**config.mk**
```make
export PLATFORM = sky130hd
export DESIGN_NAME = qr_flyback_switch_cycle_ctrl
export DESIGN_NICKNAME = d
export VERILOG_FILES = /design/src/qr_flyback_switch_cycle_ctrl.v
export VERILOG_INCLUDE_DIRS = /design/src
export SDC_FILE = /design/constraint.sdc
export NUM_CORES = 1
export LEC_CHECK = 0
export ABC_AREA = 0
export ABC_CLOCK_PERIOD_IN_PS = 3200
export BUFFER_PORTS_ARGS = -buffer_cell sky130_fd_sc_hd__buf_2
export CORE_AREA = 2 2 117 119
export DETAILED_ROUTE_END_ITERATION = 7
export DIE_AREA = 0 0 119 121
export GPL_ROUTABILITY_DRIVEN = 0
export PLACE_DENSITY = 0.79
export SETUP_SLACK_MARGIN = 0.1
export SYNTH_ARGS = -nofsm -noshare
export SYNTH_HDL_FRONTEND = slang
export SYNTH_SLANG_ARGS = --single-unit
```
**constraint.sdc**
```tcl
create_clock -name CLK -period 3.2 [get_ports CLK]
set_input_delay 0.64 -clock CLK [delete_from_list [all_inputs] [get_ports CLK]]
set_output_delay 0.64 -clock CLK [all_outputs]
set_load 0.02 [all_outputs]
```
**src/qr_flyback_consts.vh**
```
// Timing constants for the quasi-resonant switching-cycle sequencer
`ifndef QR_FLYBACK_CONSTS_VH
`define QR_FLYBACK_CONSTS_VH
`define CLK_HZ          10000000
`define SOFTSTART_US    4000
`define STARTUP_TOUT_US 100
`define STEADY_TOUT_US  6
`define MAX_DEAD_US     32
`define FMIN_PERIOD_US  40
`define QUIET_US        1250
`define FREQ_LIMIT_PIN_PERIOD_NS  9091
`define LEB_NS          275
`define JITTER_HZ       1300
`define BURST_PULSES    3
`define MAX_VALLEY      6
`endif

```
**src/qr_flyback_switch_cycle_ctrl.v**
```verilog
// Switching-cycle sequencer of a quasi-resonant flyback controller
// Behaviour
// - Soft-start ramp limits peak setpoint over 4ms
// - Use 100us valley timeout during soft-start
// - Add triangular 1.3kHz jitter to current sense
// - Jitter has no effect in foldback mode
// - Max-frequency clamp disabled or fixed 110kHz
// - Limit pin above 4V disables clamp
// - Count valleys; switch at selected valley
// - Valley locked; hysteretic step up or down
// - Falling feedback thresholds advance the valley
// - Rising feedback thresholds step valley back
// - 6us timeout substitutes for missing valley
// - Timeout reruns per missing valley, then drive
// - Sixth valley below 0.8V freezes, enters foldback
// - Foldback adds dead time up to 32us
// - Force cycle at 40us, only after demagnetization
// - Stop pulses below skip, resume above hysteresis
// - Finish pulse in progress on skip entry
// - Skip exit restarts quiet timer, pulse counter
// - Stop burst only after three pulses counted
// - In burst, no restart before quiet timer expires
// - Quiet expiry alone never starts a burst
// - Feedback above 1V leaves burst immediately
// - Demag below trigger level is a valley
// - Blank current sense 275ns after turn-on
`timescale 1ns/100ps
`include "qr_flyback_consts.vh"
module qr_flyback_switch_cycle_ctrl #(
	parameter SOFTSTART_CYC = (`SOFTSTART_US * (`CLK_HZ / 1000000)),
	parameter QUIET_CYC     = (`QUIET_US * (`CLK_HZ / 1000000)),
	parameter FREQ_LIMIT_PIN_FIXED_EN = 1'b1,
	parameter REF_W         = 8
) (
	// Clock and reset
	input  wire             CLK,
	input  wire             RST_N,
	// Comparator results
	input  wire             DEMAG_SENSE,
	input  wire [2:0]       FB_VALLEY_DN,
	input  wire [2:0]       FB_VALLEY_UP,
	input  wire             FB_FOLDBACK,
	input  wire [REF_W-1:0] FB_DEAD_LEVEL,
	input  wire             FB_SKIP_IN,
	input  wire             FB_SKIP_OUT,
	input  wire             FB_BURST_EXIT,
	input  wire             PEAK_REACHED,
	input  wire             FREQ_LIMIT_PIN_HIGH,
	// Outputs
	output reg              GATE_DRIVE_OUT,
	output reg  [REF_W-1:0] SOFTSTART_REF,
	output reg  [REF_W-1:0] JITTER_LEVEL,
	output reg              FREQ_FOLDBACK,
	output reg  [2:0]       VALLEY_SEL
);
	localparam integer CPU = `CLK_HZ / 1000000;
	localparam integer TOUT1_CYC = `STARTUP_TOUT_US * CPU;
	localparam integer TOUT2_CYC = `STEADY_TOUT_US * CPU;
	localparam integer DEAD_CYC  = `MAX_DEAD_US * CPU;
	localparam integer FMIN_CYC  = `FMIN_PERIOD_US * CPU;
	localparam integer FREQ_LIMIT_PIN_CYC  = (`FREQ_LIMIT_PIN_PERIOD_NS * CPU + 999) / 1000;
	localparam integer LEB_CYC   = (`LEB_NS * CPU + 999) / 1000;
	localparam integer JIT_STEP  = `CLK_HZ / (`JITTER_HZ * 2 * (1 << REF_W));
	localparam integer SS_STEP   = SOFTSTART_CYC / (1 << REF_W);
	localparam [1:0] S_ON = 2'd0, S_DEMAG = 2'd1, S_WAIT = 2'd2, S_DEAD = 2'd3;

	// Synchronised comparator inputs
	reg [2:0] dn_r, up_r;
	reg       demag_r, ff_r, skin_r, skout_r, bexit_r, peak_r, fpin_r;
	reg [REF_W-1:0] dlev_r;
	always @(posedge CLK) begin
		dn_r    <= FB_VALLEY_DN;
		up_r    <= FB_VALLEY_UP;
		demag_r <= DEMAG_SENSE;
		ff_r    <= FB_FOLDBACK;
		skin_r  <= FB_SKIP_IN;
		skout_r <= FB_SKIP_OUT;
		bexit_r <= FB_BURST_EXIT;
		peak_r  <= PEAK_REACHED;
		fpin_r  <= FREQ_LIMIT_PIN_HIGH;
		dlev_r  <= FB_DEAD_LEVEL;
	end

	reg [1:0]  st_r;
	reg [15:0] tmr_r, per_r, ss_r, quiet_r, jdiv_r;
	reg [2:0]  vcnt_r;
	reg [1:0]  pcnt_r;
	reg        ss_done_r, demag_prev_r, jdir_r, burst_r, halt_r;

	wire valley   = demag_prev_r & ~demag_r;
	wire [15:0] tout = ss_done_r ? TOUT2_CYC[15:0] : TOUT1_CYC[15:0];
	wire freq_limit_pin_en  = FREQ_LIMIT_PIN_FIXED_EN & ~fpin_r;
	wire [31:0] dead_full = (DEAD_CYC * dlev_r) >> REF_W;
	wire [15:0] dead      = dead_full[15:0];
	// The minimum-frequency force never fires while the winding still demagnetizes
	wire fmin_due = (per_r >= FMIN_CYC[15:0]) & ~demag_r;
	wire quiet_done = (quiet_r == 16'h0000);

	// Selects whether a pulse may start this cycle
	function may_fire;
		input h;
		input [15:0] per;
		input fe;
		begin
			may_fire = ~h & (~fe | per >= FREQ_LIMIT_PIN_CYC[15:0]);
		end
	endfunction

	always @(posedge CLK) begin
		if (!RST_N) begin
			st_r <= S_DEMAG;
			tmr_r <= 16'h0000;
			per_r <= 16'h0000;
			ss_r <= 16'h0000;
			quiet_r <= 16'h0000;
			jdiv_r <= 16'h0000;
			vcnt_r <= 3'd0;
			pcnt_r <= 2'd0;
			ss_done_r <= 1'b0;
			demag_prev_r <= 1'b0;
			jdir_r <= 1'b0;
			burst_r <= 1'b0;
			halt_r <= 1'b0;
			GATE_DRIVE_OUT <= 1'b0;
			SOFTSTART_REF <= {REF_W{1'b0}};
			JITTER_LEVEL <= {REF_W{1'b0}};
			FREQ_FOLDBACK <= 1'b0;
			VALLEY_SEL <= 3'd1;
		end else begin
			demag_prev_r <= demag_r;
			// Soft-start ramp from zero
			if (!ss_done_r) begin
				if (ss_r >= SS_STEP[15:0] - 16'h0001) begin
					ss_r <= 16'h0000;
					if (&SOFTSTART_REF)
						ss_done_r <= 1'b1;
					else
						SOFTSTART_REF <= SOFTSTART_REF + 1'b1;
				end else begin
					ss_r <= ss_r + 16'h0001;
				end
			end
			// Triangle jitter, held at zero in foldback
			if (jdiv_r >= JIT_STEP[15:0] - 16'h0001) begin
				jdiv_r <= 16'h0000;
				if (FREQ_FOLDBACK)
					JITTER_LEVEL <= {REF_W{1'b0}};
				else if (!jdir_r) begin
					JITTER_LEVEL <= JITTER_LEVEL + 1'b1;
					if (JITTER_LEVEL == {{(REF_W-1){1'b1}}, 1'b0})
						jdir_r <= 1'b1;
				end else begin
					JITTER_LEVEL <= JITTER_LEVEL - 1'b1;
					if (JITTER_LEVEL == {{(REF_W-1){1'b0}}, 1'b1})
						jdir_r <= 1'b0;
				end
			end else begin
				jdiv_r <= jdiv_r + 16'h0001;
			end
			// Valley selection with lockout hysteresis
			if (VALLEY_SEL < `MAX_VALLEY && dn_r >= VALLEY_SEL)
				VALLEY_SEL <= VALLEY_SEL + 3'd1;
			else if (VALLEY_SEL > 3'd1 && up_r >= VALLEY_SEL - 3'd1)
				VALLEY_SEL <= VALLEY_SEL - 3'd1;
			FREQ_FOLDBACK <= (VALLEY_SEL == `MAX_VALLEY) & ff_r & ~(up_r >= 3'd5);
			// Decrement first so that a reload below takes precedence
			if (!quiet_done)
				quiet_r <= quiet_r - 16'h0001;
			// Skip and burst control
			if (bexit_r) begin
				burst_r <= 1'b0;
				halt_r <= 1'b0;
			end else if (halt_r) begin
				if (skout_r && (quiet_done || !burst_r)) begin
					halt_r <= 1'b0;
					burst_r <= 1'b1;
					quiet_r <= QUIET_CYC[15:0];
					pcnt_r <= 2'd0;
				end
			end else if (skin_r && st_r != S_ON &&
				(!burst_r || pcnt_r == `BURST_PULSES)) begin
				halt_r <= 1'b1;
			end
			per_r <= (per_r == 16'hffff) ? per_r : per_r + 16'h0001;
			tmr_r <= tmr_r + 16'h0001;
			// Switching cycle
			case (st_r)
				S_ON: begin
					if (tmr_r >= LEB_CYC[15:0] && peak_r) begin
						GATE_DRIVE_OUT <= 1'b0;
						st_r <= S_DEMAG;
						tmr_r <= 16'h0000;
					end
				end
				S_DEMAG: begin
					if (demag_r || tmr_r >= tout) begin
						st_r <= S_WAIT;
						vcnt_r <= 3'd0;
						tmr_r <= 16'h0000;
					end
				end
				S_WAIT: begin
					if (valley || tmr_r >= tout || fmin_due) begin
						tmr_r <= 16'h0000;
						if (vcnt_r + 3'd1 >= VALLEY_SEL || fmin_due) begin
							st_r <= S_DEAD;
						end else begin
							vcnt_r <= vcnt_r + 3'd1;
						end
					end
				end
				S_DEAD: begin
					if ((!FREQ_FOLDBACK || tmr_r >= dead || per_r >= FMIN_CYC[15:0]) &&
						may_fire(halt_r, per_r, freq_limit_pin_en)) begin
						GATE_DRIVE_OUT <= 1'b1;
						st_r <= S_ON;
						tmr_r <= 16'h0000;
						per_r <= 16'h0000;
						if (burst_r && pcnt_r != `BURST_PULSES)
							pcnt_r <= pcnt_r + 2'd1;
					end
				end
				default: st_r <= S_DEMAG;
			endcase
		end
	end
endmodule

```
==> flow_summary.json, run 1 <==
{
  "grt_max_degree": 24,
  "finalMaxSlewViolations": 0,
  "leakagePower_uw": 0.00321,
  "min_from": "FB_DEAD_LEVEL[3]",
  "worstReg2RegEnd": "tmr_r[13]",
  "switchingPower_uw": 1670,
  "worstSetupStartpointType": "flip-flop",
  "crit_path_max_fanout": 16,
  "grt_first_pass_wirelength_um": 21800,
  "syn_to_final_growth_pct": 21.9,
  "grt_pass1_vias": 4908,
  "rrSetupSlack_ns": -0.23,
  "endpoint_kind": "flip-flop",
  "yosys_warnings": 0,
  "pre_cts_ws_ns": -0.245,
  "clock_latency_ns": 0.43,
  "holdPathStages": 1,
  "synth_edf_count": 0,
  "intPower_uw": 3730,
  "worstRegToRegCells": 18,
  "drv_cap": 0,
  "p_per_area_nw_per_um2": 685,
  "ys_seq_area_share_pct": 41.5,
  "max_freq_mhz": 291,
  "synth_top_area_share_pct": 41.5,
  "synthCells": 718,
  "outcome": "complete, but fails checks",
  "num_rows": 42,
  "start_util_pct": 49.4,
  "port-buffer-count": 43,
  "first_pass_iters": 5,
  "fill_cells": 1052,
  "cts_root_buf": "clkbuf_16",
  "die_w_um": 119,
  "core_area_um2": 13100,
  "cts_tree": "done",
  "viasPerCell": 5.30,
  "seqPwrFrac_pct": 37.3,
  "rsz0062_at_grt": "yes",
  "clkSinkCount": 134,
  "ys_ff_latch": 134,
  "die_y_um": 121,
  "drtIter0Drc": 371,
  "diodes": 0,
  "gr-total-overflow": 0,
  "hold_viol_final": 0,
  "clk_path_buf_depth": 2,
  "synthDistinctLibCells": 65,
  "period_share_pct": 107,
  "avgSynthCellArea_um2": 9.00,
  "relSlewSlack_pct": 59.9,
  "clkPwrFrac_pct": 36.6,
  "layout_setup_ws_ns": -0.233,
  "vias": 5185,
  "hold_end": "dlev_r[3]",
  "synth.area.top_cells": "dfxtp_1 (41%), ha_1 (12%), xnor2_1 (6.1%)",
  "syn-cell-area_um2": 6460,
  "final_util_pct": 60.2,
  "grt_util_all_layers_pct": 18.7,
  "ys_async_sr_fraction_pct": 0,
  "dp_cells": 945,
  "clock_skew_ns": 0.00759,
  "h-tree-depth": 4,
  "antenna_found_initial": 0,
  "ant_nets": 0,
  "wl_um": 13200,
  "worst_slew_pin_slew_ns": 0.597,
  "peakVddDrop_uv": 451,
  "synth_top_area_cell": "dfxtp_1",
  "drc_errors": 0,
  "multi_input_area_um2": 3860,
  "crit_type": "flip-flop to flip-flop",
  "cp.arrival_ns": 3.79,
  "crit_required_ns": 3.56,
  "die-area_um2": 14400,
  "numCtsBuffers": 17,
  "wl_per_cell_um": 13.5,
  "hold_path_class": "input pin to flip-flop",
  "finish.net_count": 873,
  "r2r_start": "dlev_r[3]",
  "dp_hpwl_um": 8530,
  "cp-startpoint": "dlev_r[3]",
  "synthFlopType": "dfxtp_1",
  "clkTransAtPathRegs_ns": 0.06,
  "setup_viol": 36,
  "ios": 44,
  "p_comb_share_pct": 26.1,
  "layoutNonFillerInstCount": 978,
  "power_switching_share_pct": 30.9,
  "layout-drive-gt1-share_pct": 18.7,
  "regArea_um2": 2680,
  "min_period_ns": 3.43,
  "violations": "setup timing"
}
cells by family (layout without fill, tap and decap cells):
kind of cell / Yosys count / in the layout / synth area share, %
compound gates: 102 / 102 / 9.99
simple gates: 294 / 294 / 23.1
buf+inv: 52 / 126 / 3.25
fa+ha+maj: 61 / 61 / 11.9
other cells: 1 / 11 / 0.0580
flops: 134 / 134 / 41.5
xor+xnor: 66 / 66 / 8.94
mux: 8 / 8 / 1.30
cell usage in the layout, fill, tap and decap left out, drive strengths merged, types with 5 or more instances in the layout:
cell,synthesis,routed
ha,60,60
and3,12,12
clkbuf,11,18
a21o,6,6
nor3,23,23
o21ai,20,20
nor2b,9,9
nor4,15,15
nor2,103,103
mux2i,5,5
clkinvlp,0,6
xor2,21,21
nand3,23,23
nand2b,11,11
a31oi,10,10
xnor2,45,45
buf,6,58
conb,1,11
nand2,50,50
and2,6,6
a21oi,34,34
inv,35,37
dfxtp,134,134
nand4,13,13
repair_timing:
action | in CTS | in global routing
hold buffers | 0 | 0
gates cloned | 0 | 1
endpoints found under the setup margin | 37 | 37
hold endpoints to repair | 0 | 0
setup buffers | 0 | 0
pin swaps | 5 | 17
resized for setup | 16 | 36
metrics by stage:
stage / cell area (µm²) / TNS (ns) / hold WS [ns] / power, µW
floorplan: 6560 / -1.80 / 0.412 / 3060
global placement: 7040 / -3.36 / 0.436 / 3310
detailed placement: 7040 / -5.86 / 0.427 / 3350
CTS: 7720 / -6.48 / 0.297 / 5370
global route: 7880 / -12.44 / 0.301 / 5700
finish: 7880 / -5.85 / 0.312 / 5400
routing by layer:
metal  track usage, %  part of all wire, %  up-vias
met4             8.85                  2.1        0
met1             22.2                   46     2418
met2             32.0                   48       95
li1                 -                    -     2641
met5                0                    0        -
met3             4.09                  3.3       31
worst max-delay path: stages, from the launching register on:
cell	delay, ns
dfxtp_2	0.33
ha_4	0.27
ha_4	0.13
inv_2	0.03
fa_2	0.34
inv_2	0.06
a21oi_2	0.04
o21bai_1	0.17
a21o_1	0.15
a21oi_2	0.06
xor2_1	0.15
ha_1	0.32
a21oi_2	0.17
o22ai_2	0.11
nor4b_4	0.33
a22oi_2	0.11
a311o_1	0.32
buf_12	0.16
nor2_1	0.11
cell type report:
| class | instances | area share (%) |
|---|---|---|
| clock buffer | 17 | 5.40 |
| clock inverter | 15 | 2.29 |
| inverter | 35 | 1.67 |
| multi-input combinational | 542 | 49.0 |
| sequential | 134 | 34.1 |
| tap | 176 | 2.79 |
| timing repair buffer | 59 | 4.80 |
power by group through the flow:
stage / logic, µW / clock network, µW / registers, µW
floorplan: 1040 / 0 / 2030
global placement: 1280 / 0 / 2040
detailed placement: 1310 / 0 / 2040
CTS: 1360 / 2000 / 2010
global route: 1580 / 2080 / 2040
finish: 1410 / 1970 / 2010
worst max path at each step:
stage | slack [ns] | to
final | -0.23 | tmr_r[13]
after global routing | -0.43 | tmr_r[13]
after CTS | -0.21 | per_r[11]
after detailed placement | -0.25 | tmr_r[11]
after global placement | -0.17 | pcnt_r[1]
after floorplan | -0.11 | tmr_r[7]
Yosys cell counts, types with 5 or more instances:
| master | instances |
|---|---|
| xor2_1 | 21 |
| nor2b_1 | 9 |
| o21ai_0 | 19 |
| a21o_1 | 6 |
| mux2i_1 | 5 |
| nor4_1 | 14 |
| nand3_1 | 23 |
| nand2b_1 | 11 |
| a21oi_1 | 33 |
| nor2_1 | 103 |
| a31oi_1 | 10 |
| clkbuf_1 | 11 |
| nand2_1 | 49 |
| ha_1 | 60 |
| nor3_1 | 23 |
| and3_1 | 12 |
| dfxtp_1 | 134 |
| inv_1 | 35 |
| nand4_1 | 13 |
| and2_1 | 6 |
| xnor2_1 | 45 |
state kept, by name (all words and copies together), names as in the netlist, 8 cells and up:
| name | count |
|---|---|
| JITTER_LEVEL | 8 |
| SOFTSTART_REF | 8 |
| dlev_r | 8 |
| jdiv_r | 16 |
| per_r | 16 |
| quiet_r | 16 |
| ss_r | 16 |
| tmr_r | 16 |
No activity file was read; power rests on OpenSTA's default activity.
==> inputs of run 2 (changes only) <==
Settings changed: ABC_CLOCK_PERIOD_IN_PS 3200 to 3300, GPL_ROUTABILITY_DRIVEN 0 to 1, PLACE_DENSITY 0.79 to 0.76.
Clock period 3.2 ns to 3.3 ns, I/O delays scaled along.
==> run 2 against run 1 <==
The run still ends with setup timing left. Sequential share of layout area grew 0.32 points. Critical path depth grew 1. Sequential power shrank 3%. Sequential cell count is the same. Worst hold slack gained 0.026 ns. Clock power shrank 9%. First-iteration DRC count shrank 34%. Die area is the same. Non-clock buffer count grew 2. Core utilization shrank 0.53 points. Global-route usage shrank 0.83 points. Critical endpoint is now per_r[12]. Largest cell class unchanged.
==> flow_summary.json, run 2 (same netlist as run 1, synthesis figures left out) <==
{
  "gr-total-overflow": 0,
  "crit_top_cell": "a21oi_2",
  "rsz0062_at_grt": "yes",
  "power_switching_share_pct": 32.0,
  "worstSetupStartpointType": "flip-flop",
  "cts_tree": "done",
  "worstPathCellList": "ha_4 -> ha_4 -> inv_2 -> fa_2 -> inv_2 -> a21oi_2 -> o21bai_1 -> a21o_1 -> a21oi_2 -> xor2_1 -> ha_1 -> a21oi_2 -> o22ai_2 -> nor4b_4 -> buf_4 -> a211oi_4 -> nand2b_4 -> buf_12 -> a211oi_2",
  "grt_first_pass_wirelength_um": 20900,
  "grt_pass1_vias": 4701,
  "fin_hold_ws_ns": 0.338,
  "ant_nets": 0,
  "endpoint_kind": "flip-flop",
  "die_w_um": 119,
  "switchingPower_uw": 1630,
  "cp.arrival_ns": 3.80,
  "first_pass_iters": 4,
  "start_util_pct": 49.4,
  "grt_max_degree": 25,
  "holdPathStages": 1,
  "wl_per_cell_um": 13.0,
  "clk_path_buf_depth": 2,
  "setup_viol": 35,
  "most-common-layout-cells": "dfxtp_1 (132), nor2_1 (94), ha_1 (58)",
  "drtIter0Drc": 245,
  "gp_routability_congestion": 0.803,
  "syn_to_final_growth_pct": 20.8,
  "crit_path_max_fanout": 8,
  "crit_type": "flip-flop to flip-flop",
  "r2r_start": "dlev_r[3]",
  "finish.net_count": 875,
  "layout-drive-gt1-share_pct": 17.8,
  "intPower_uw": 3470,
  "fill_cells": 1102,
  "clock_latency_ns": 0.42,
  "grt_util_all_layers_pct": 17.8,
  "worst_slew_pin_slew_ns": 0.605,
  "cp_slowest_cell": "fa_2",
  "ios": 44,
  "max_freq_mhz": 289,
  "p_per_area_nw_per_um2": 654,
  "finalMaxSlewViolations": 0,
  "core_area_um2": 13100,
  "wl_um": 12800,
  "drc_errors": 0,
  "worstReg2RegEnd": "per_r[12]",
  "peakVddDrop_uv": 429,
  "hold_path_class": "input pin to flip-flop",
  "p_comb_share_pct": 26.5,
  "clkPwrFrac_pct": 35.2,
  "vias": 5104,
  "rrSetupSlack_ns": -0.17,
  "path_buf_inv": 4,
  "crit_required_ns": 3.64,
  "num_rows": 42,
  "clkTransAtPathRegs_ns": 0.06,
  "leakagePower_uw": 0.00320,
  "pre_cts_ws_ns": -0.0847,
  "path_delay_family": "adder cells",
  "relSlewSlack_pct": 59.4,
  "die_y_um": 121,
  "clkSinkCount": 134,
  "numCtsBuffers": 17,
  "diodes": 0,
  "final_common_cell": "dfxtp_1",
  "period_share_pct": 105,
  "hold_end": "up_r[0]",
  "worstRegToRegCells": 19,
  "die-area_um2": 14400,
  "h-tree-depth": 4,
  "outcome": "complete, but fails checks",
  "port-buffer-count": 43,
  "cts_root_buf": "clkbuf_16",
  "drv_cap": 0,
  "antenna_found_initial": 0,
  "slowest_delay_ns": 0.34,
  "clock_skew_ns": 0.0103,
  "violations": "setup timing",
  "seqPwrFrac_pct": 38.2,
  "hold_viol_final": 0,
  "min_period_ns": 3.47,
  "layout_setup_ws_ns": -0.165,
  "dp_hpwl_um": 8570,
  "min_from": "FB_VALLEY_UP[0]",
  "viasPerCell": 5.21
}
## run 2: cell count changes in the layout (fill, tap and decap cells not counted), moves of 3 or more
cell     previous run  this run
o21ai_1             4         1
o21ai_0            16        19
nor2_2              4         1
nor2_4             11         8
nor2_1             88        94
## run 2: what timing repair did
item / CTS / global route
resized for setup: 4 / 34
setup endpoints to repair: 37 / 37
buffers inserted: 2 / 2
pin swaps: 5 / 15
cloned: 0 / 1
hold endpoints to repair: 0 / 0
hold buffers: 0 / 0
## run 2: layer usage
metal  wire (µm)  vias to the layer above  global-route usage [%]
met3         498                       14                    4.61
li1            -                     2636                       -
met1        6070                     2368                    22.5
met4         142                        0                    6.77
met2        6040                       86                    29.3
met5           0                        -                       0
## run 2: power by group through the flow
stage               clock [µW]  combinational (µW)  sequential, µW
finish                    1800                1350            1950
global route              1910                1520            1980
CTS                       1840                1310            1950
detailed placement           0                1270            1980
global placement             0                1250            1970
floorplan                    0                1000            1970
## run 2: through the flow
step / instance area, µm² / TNS, ns / utilization, % / total power (µW) / std cells
floorplan: 6550 / -0.105 / - / 2970 / 728
global placement: 7020 / -0.475 / 53.7 / 3220 / 943
detailed placement: 7020 / -1.36 / 53.7 / 3250 / 943
CTS: 7630 / -2.70 / 58.3 / 5100 / 977
global route: 7810 / -10.15 / 59.7 / 5410 / 980
finish: 7810 / -3.01 / 59.7 / 5110 / 980
## run 2: worst max-delay path by stage
stage               startpoint         to  slack (ns)  cells past startpoint
global placement     dlev_r[3]  tmr_r[12]       -0.03                     18
CTS                  dlev_r[3]   tmr_r[8]       -0.13                     18
floorplan            dlev_r[3]   tmr_r[7]       -0.01                     18
detailed placement   dlev_r[3]   tmr_r[3]       -0.08                     18
global route         dlev_r[3]  per_r[12]       -0.36                     19
finish               dlev_r[3]  per_r[12]       -0.17                     19
## run 2: layout make-up
class,count,area (µm²),share of cell area (%)
clock buffer,17,425,5.45
clock inverter,15,148,1.89
inverter,35,131,1.68
multi-input combinational,542,3810,48.8
sequential,134,2690,34.4
tap,176,220,2.82
timing repair buffer,61,393,5.03
## run 2: worst register-to-register path, stage by stage, from the launching register on
cell,delay [ns]
dfxtp_2,0.33
ha_4,0.27
ha_4,0.13
inv_2,0.03
fa_2,0.34
inv_2,0.06
a21oi_2,0.05
o21bai_1,0.16
a21o_1,0.17
a21oi_2,0.06
xor2_1,0.14
ha_1,0.32
a21oi_2,0.16
o22ai_2,0.10
nor4b_4,0.29
buf_4,0.18
a211oi_4,0.06
nand2b_4,0.17
buf_12,0.16
a211oi_2,0.19
==> inputs of run 3 (changes only) <==
Settings changed: ABC_CLOCK_PERIOD_IN_PS 3300 to 4100.
Clock period 3.3 ns to 4.1 ns, I/O delays scaled along.
==> run 3 against run 2 <==
The flow now finishes without violations. Sequential share of layout area rose by 1.5 points. Clock power fell by 16%. Cell count fell by 1.7%. Clock skew fell by 0.0031 ns. First-iteration DRC count rose by 2.4%. Sequential cell count did not move. Non-clock buffer count fell by 17. Global-route usage rose by 0.32 points. Clock-buffer cell count rose by 3. Critical path type unchanged. Critical endpoint is now tmr_r[8].
==> flow_summary.json, run 3 (same netlist as run 1, synthesis figures left out) <==
{
  "setup_viol": 0,
  "clk_path_buf_depth": 2,
  "fill_cells": 1136,
  "gr-total-overflow": 0,
  "design_area_um2": 7470,
  "rsz0062_at_grt": "no",
  "grt_max_degree": 31,
  "p_per_area_nw_per_um2": 547,
  "start_util_pct": 49.4,
  "cp.arrival_ns": 4.04,
  "first_pass_iters": 5,
  "worst_slew_pin_slew_ns": 1.03,
  "numCtsBuffers": 17,
  "tns_ns": 0,
  "met1_length_um": 5990,
  "peakVddDrop_uv": 381,
  "syn_to_final_growth_pct": 15.6,
  "ios": 44,
  "period_share_pct": 89.7,
  "ant_nets": 0,
  "die_y_um": 121,
  "die_w_um": 119,
  "vias": 4981,
  "grt_util_all_layers_pct": 18.1,
  "grt_first_pass_wirelength_um": 21300,
  "viasPerCell": 5.17,
  "dp_hpwl_um": 8550,
  "endpoint_kind": "flip-flop",
  "core_area_um2": 13100,
  "top_layer": "met4",
  "fin_hold_ws_ns": 0.437,
  "clock_skew_ns": 0.00718,
  "dp_cells": 931,
  "die-area_um2": 14400,
  "wl_per_cell_um": 12.8,
  "worstSetupStartpointType": "flip-flop",
  "holdBufCountCts": 0,
  "clkSinkCount": 134,
  "rrSetupSlack_ns": 0.42,
  "finalMaxSlewViolations": 0,
  "drtIter0Drc": 251,
  "gp_routability_congestion": 0.820,
  "layoutNonFillerInstCount": 963,
  "antenna_found_initial": 0,
  "max_freq_mhz": 272,
  "h-tree-depth": 4,
  "crit_type": "flip-flop to flip-flop",
  "min_period_ns": 3.68,
  "hold_path_class": "flip-flop to flip-flop",
  "cts_root_buf": "clkbuf_16",
  "wl_um": 12300,
  "leakagePower_uw": 0.00311,
  "cts_tree": "done",
  "most-common-layout-cells": "dfxtp_1 (134), nor2_1 (103), ha_1 (60)",
  "finish.net_count": 858,
  "route.met2.wl_um": 5680,
  "clkTransAtPathRegs_ns": 0.06,
  "crit_required_ns": 4.46,
  "placed_cell_area_um2": 6870,
  "layout-drive-gt1-share_pct": 12.1,
  "final_common_cell": "dfxtp_1",
  "outcome": "completed",
  "drc_errors": 0,
  "num_rows": 42,
  "diodes": 0,
  "drv_cap": 0,
  "crit_path_max_fanout": 16,
  "grt_pass1_vias": 4765,
  "hold_viol_final": 0,
  "dr_wl_met3_um": 429,
  "port-buffer-count": 43,
  "relSlewSlack_pct": 31.3,
  "clock_latency_ns": 0.42
}
-- run 3: cell types whose count changed in the layout (fill, tap and decap cells not counted), moves of 3 or more --
cell,before,now
buf_4,15,1
nor2_1,94,103
nor2_4,8,0
a21oi_1,27,33
a21oi_2,7,1
clkinv_2,0,5
clkinvlp_4,6,2
clkbuf_8,0,3
-- run 3: power by group --
part | switching [µW] | total (µW) | internal [µW]
registers | 133 | 1570 | 1440
logic | 548 | 1010 | 459
clock network | 568 | 1510 | 940
total | 1250 | 4080 | 2840
-- run 3: cell type report --
| class | count | area [µm²] | area share, % |
|---|---|---|---|
| clock buffer | 20 | 467 | 6.25 |
| multi-input combinational | 542 | 3620 | 48.5 |
| sequential | 134 | 2680 | 35.9 |
| clock inverter | 12 | 126 | 1.69 |
| inverter | 35 | 131 | 1.76 |
| timing repair buffer | 44 | 223 | 2.98 |
| tap | 176 | 220 | 2.95 |
-- run 3: through the flow --
stage | total power [µW] | utilization [%] | worst slack (ns)
finish | 4080 | 57.1 | 0.421
global placement | 2550 | 52.5 | 0.321
global route | 4320 | 57.1 | 0.118
CTS | 4120 | 57.0 | 0.148
detailed placement | 2580 | 52.5 | 0.219
floorplan | 2380 | - | 0.593
-- run 3: path summary, 6_finish.rpt --
kind,start,end,cells past startpoint
max,dlev_r[3],tmr_r[8],17
min,ff_r,FREQ_FOLDBACK,2
max reg2reg,dlev_r[3],tmr_r[8],17
min reg2reg,ff_r,FREQ_FOLDBACK,2
-- run 3: what timing repair did --
item | CTS | global route
gates resized for setup | 0 | 4
buffers inserted | 0 | 0
setup endpoints to repair | 0 | 34
-- run 3: worst max-delay path, stage by stage (launching register included) --
cell	delay [ns]
dfxtp_1	0.32
ha_1	0.27
ha_1	0.15
inv_1	0.05
fa_1	0.40
inv_1	0.07
a21oi_1	0.06
o21bai_1	0.21
a21o_1	0.15
a21oi_1	0.07
xor2_1	0.15
ha_1	0.29
a21oi_1	0.13
o22ai_1	0.11
nor4b_2	0.39
a22oi_1	0.16
a311o_2	0.48
nor2_1	0.14
-- run 3: routing by layer --
layer | global-route usage, % | vias to the layer above
met4 | 9.08 | 0
met5 | 0 | -
met3 | 3.99 | 23
met1 | 22.6 | 2272
li1 | - | 2601
met2 | 29.7 | 85
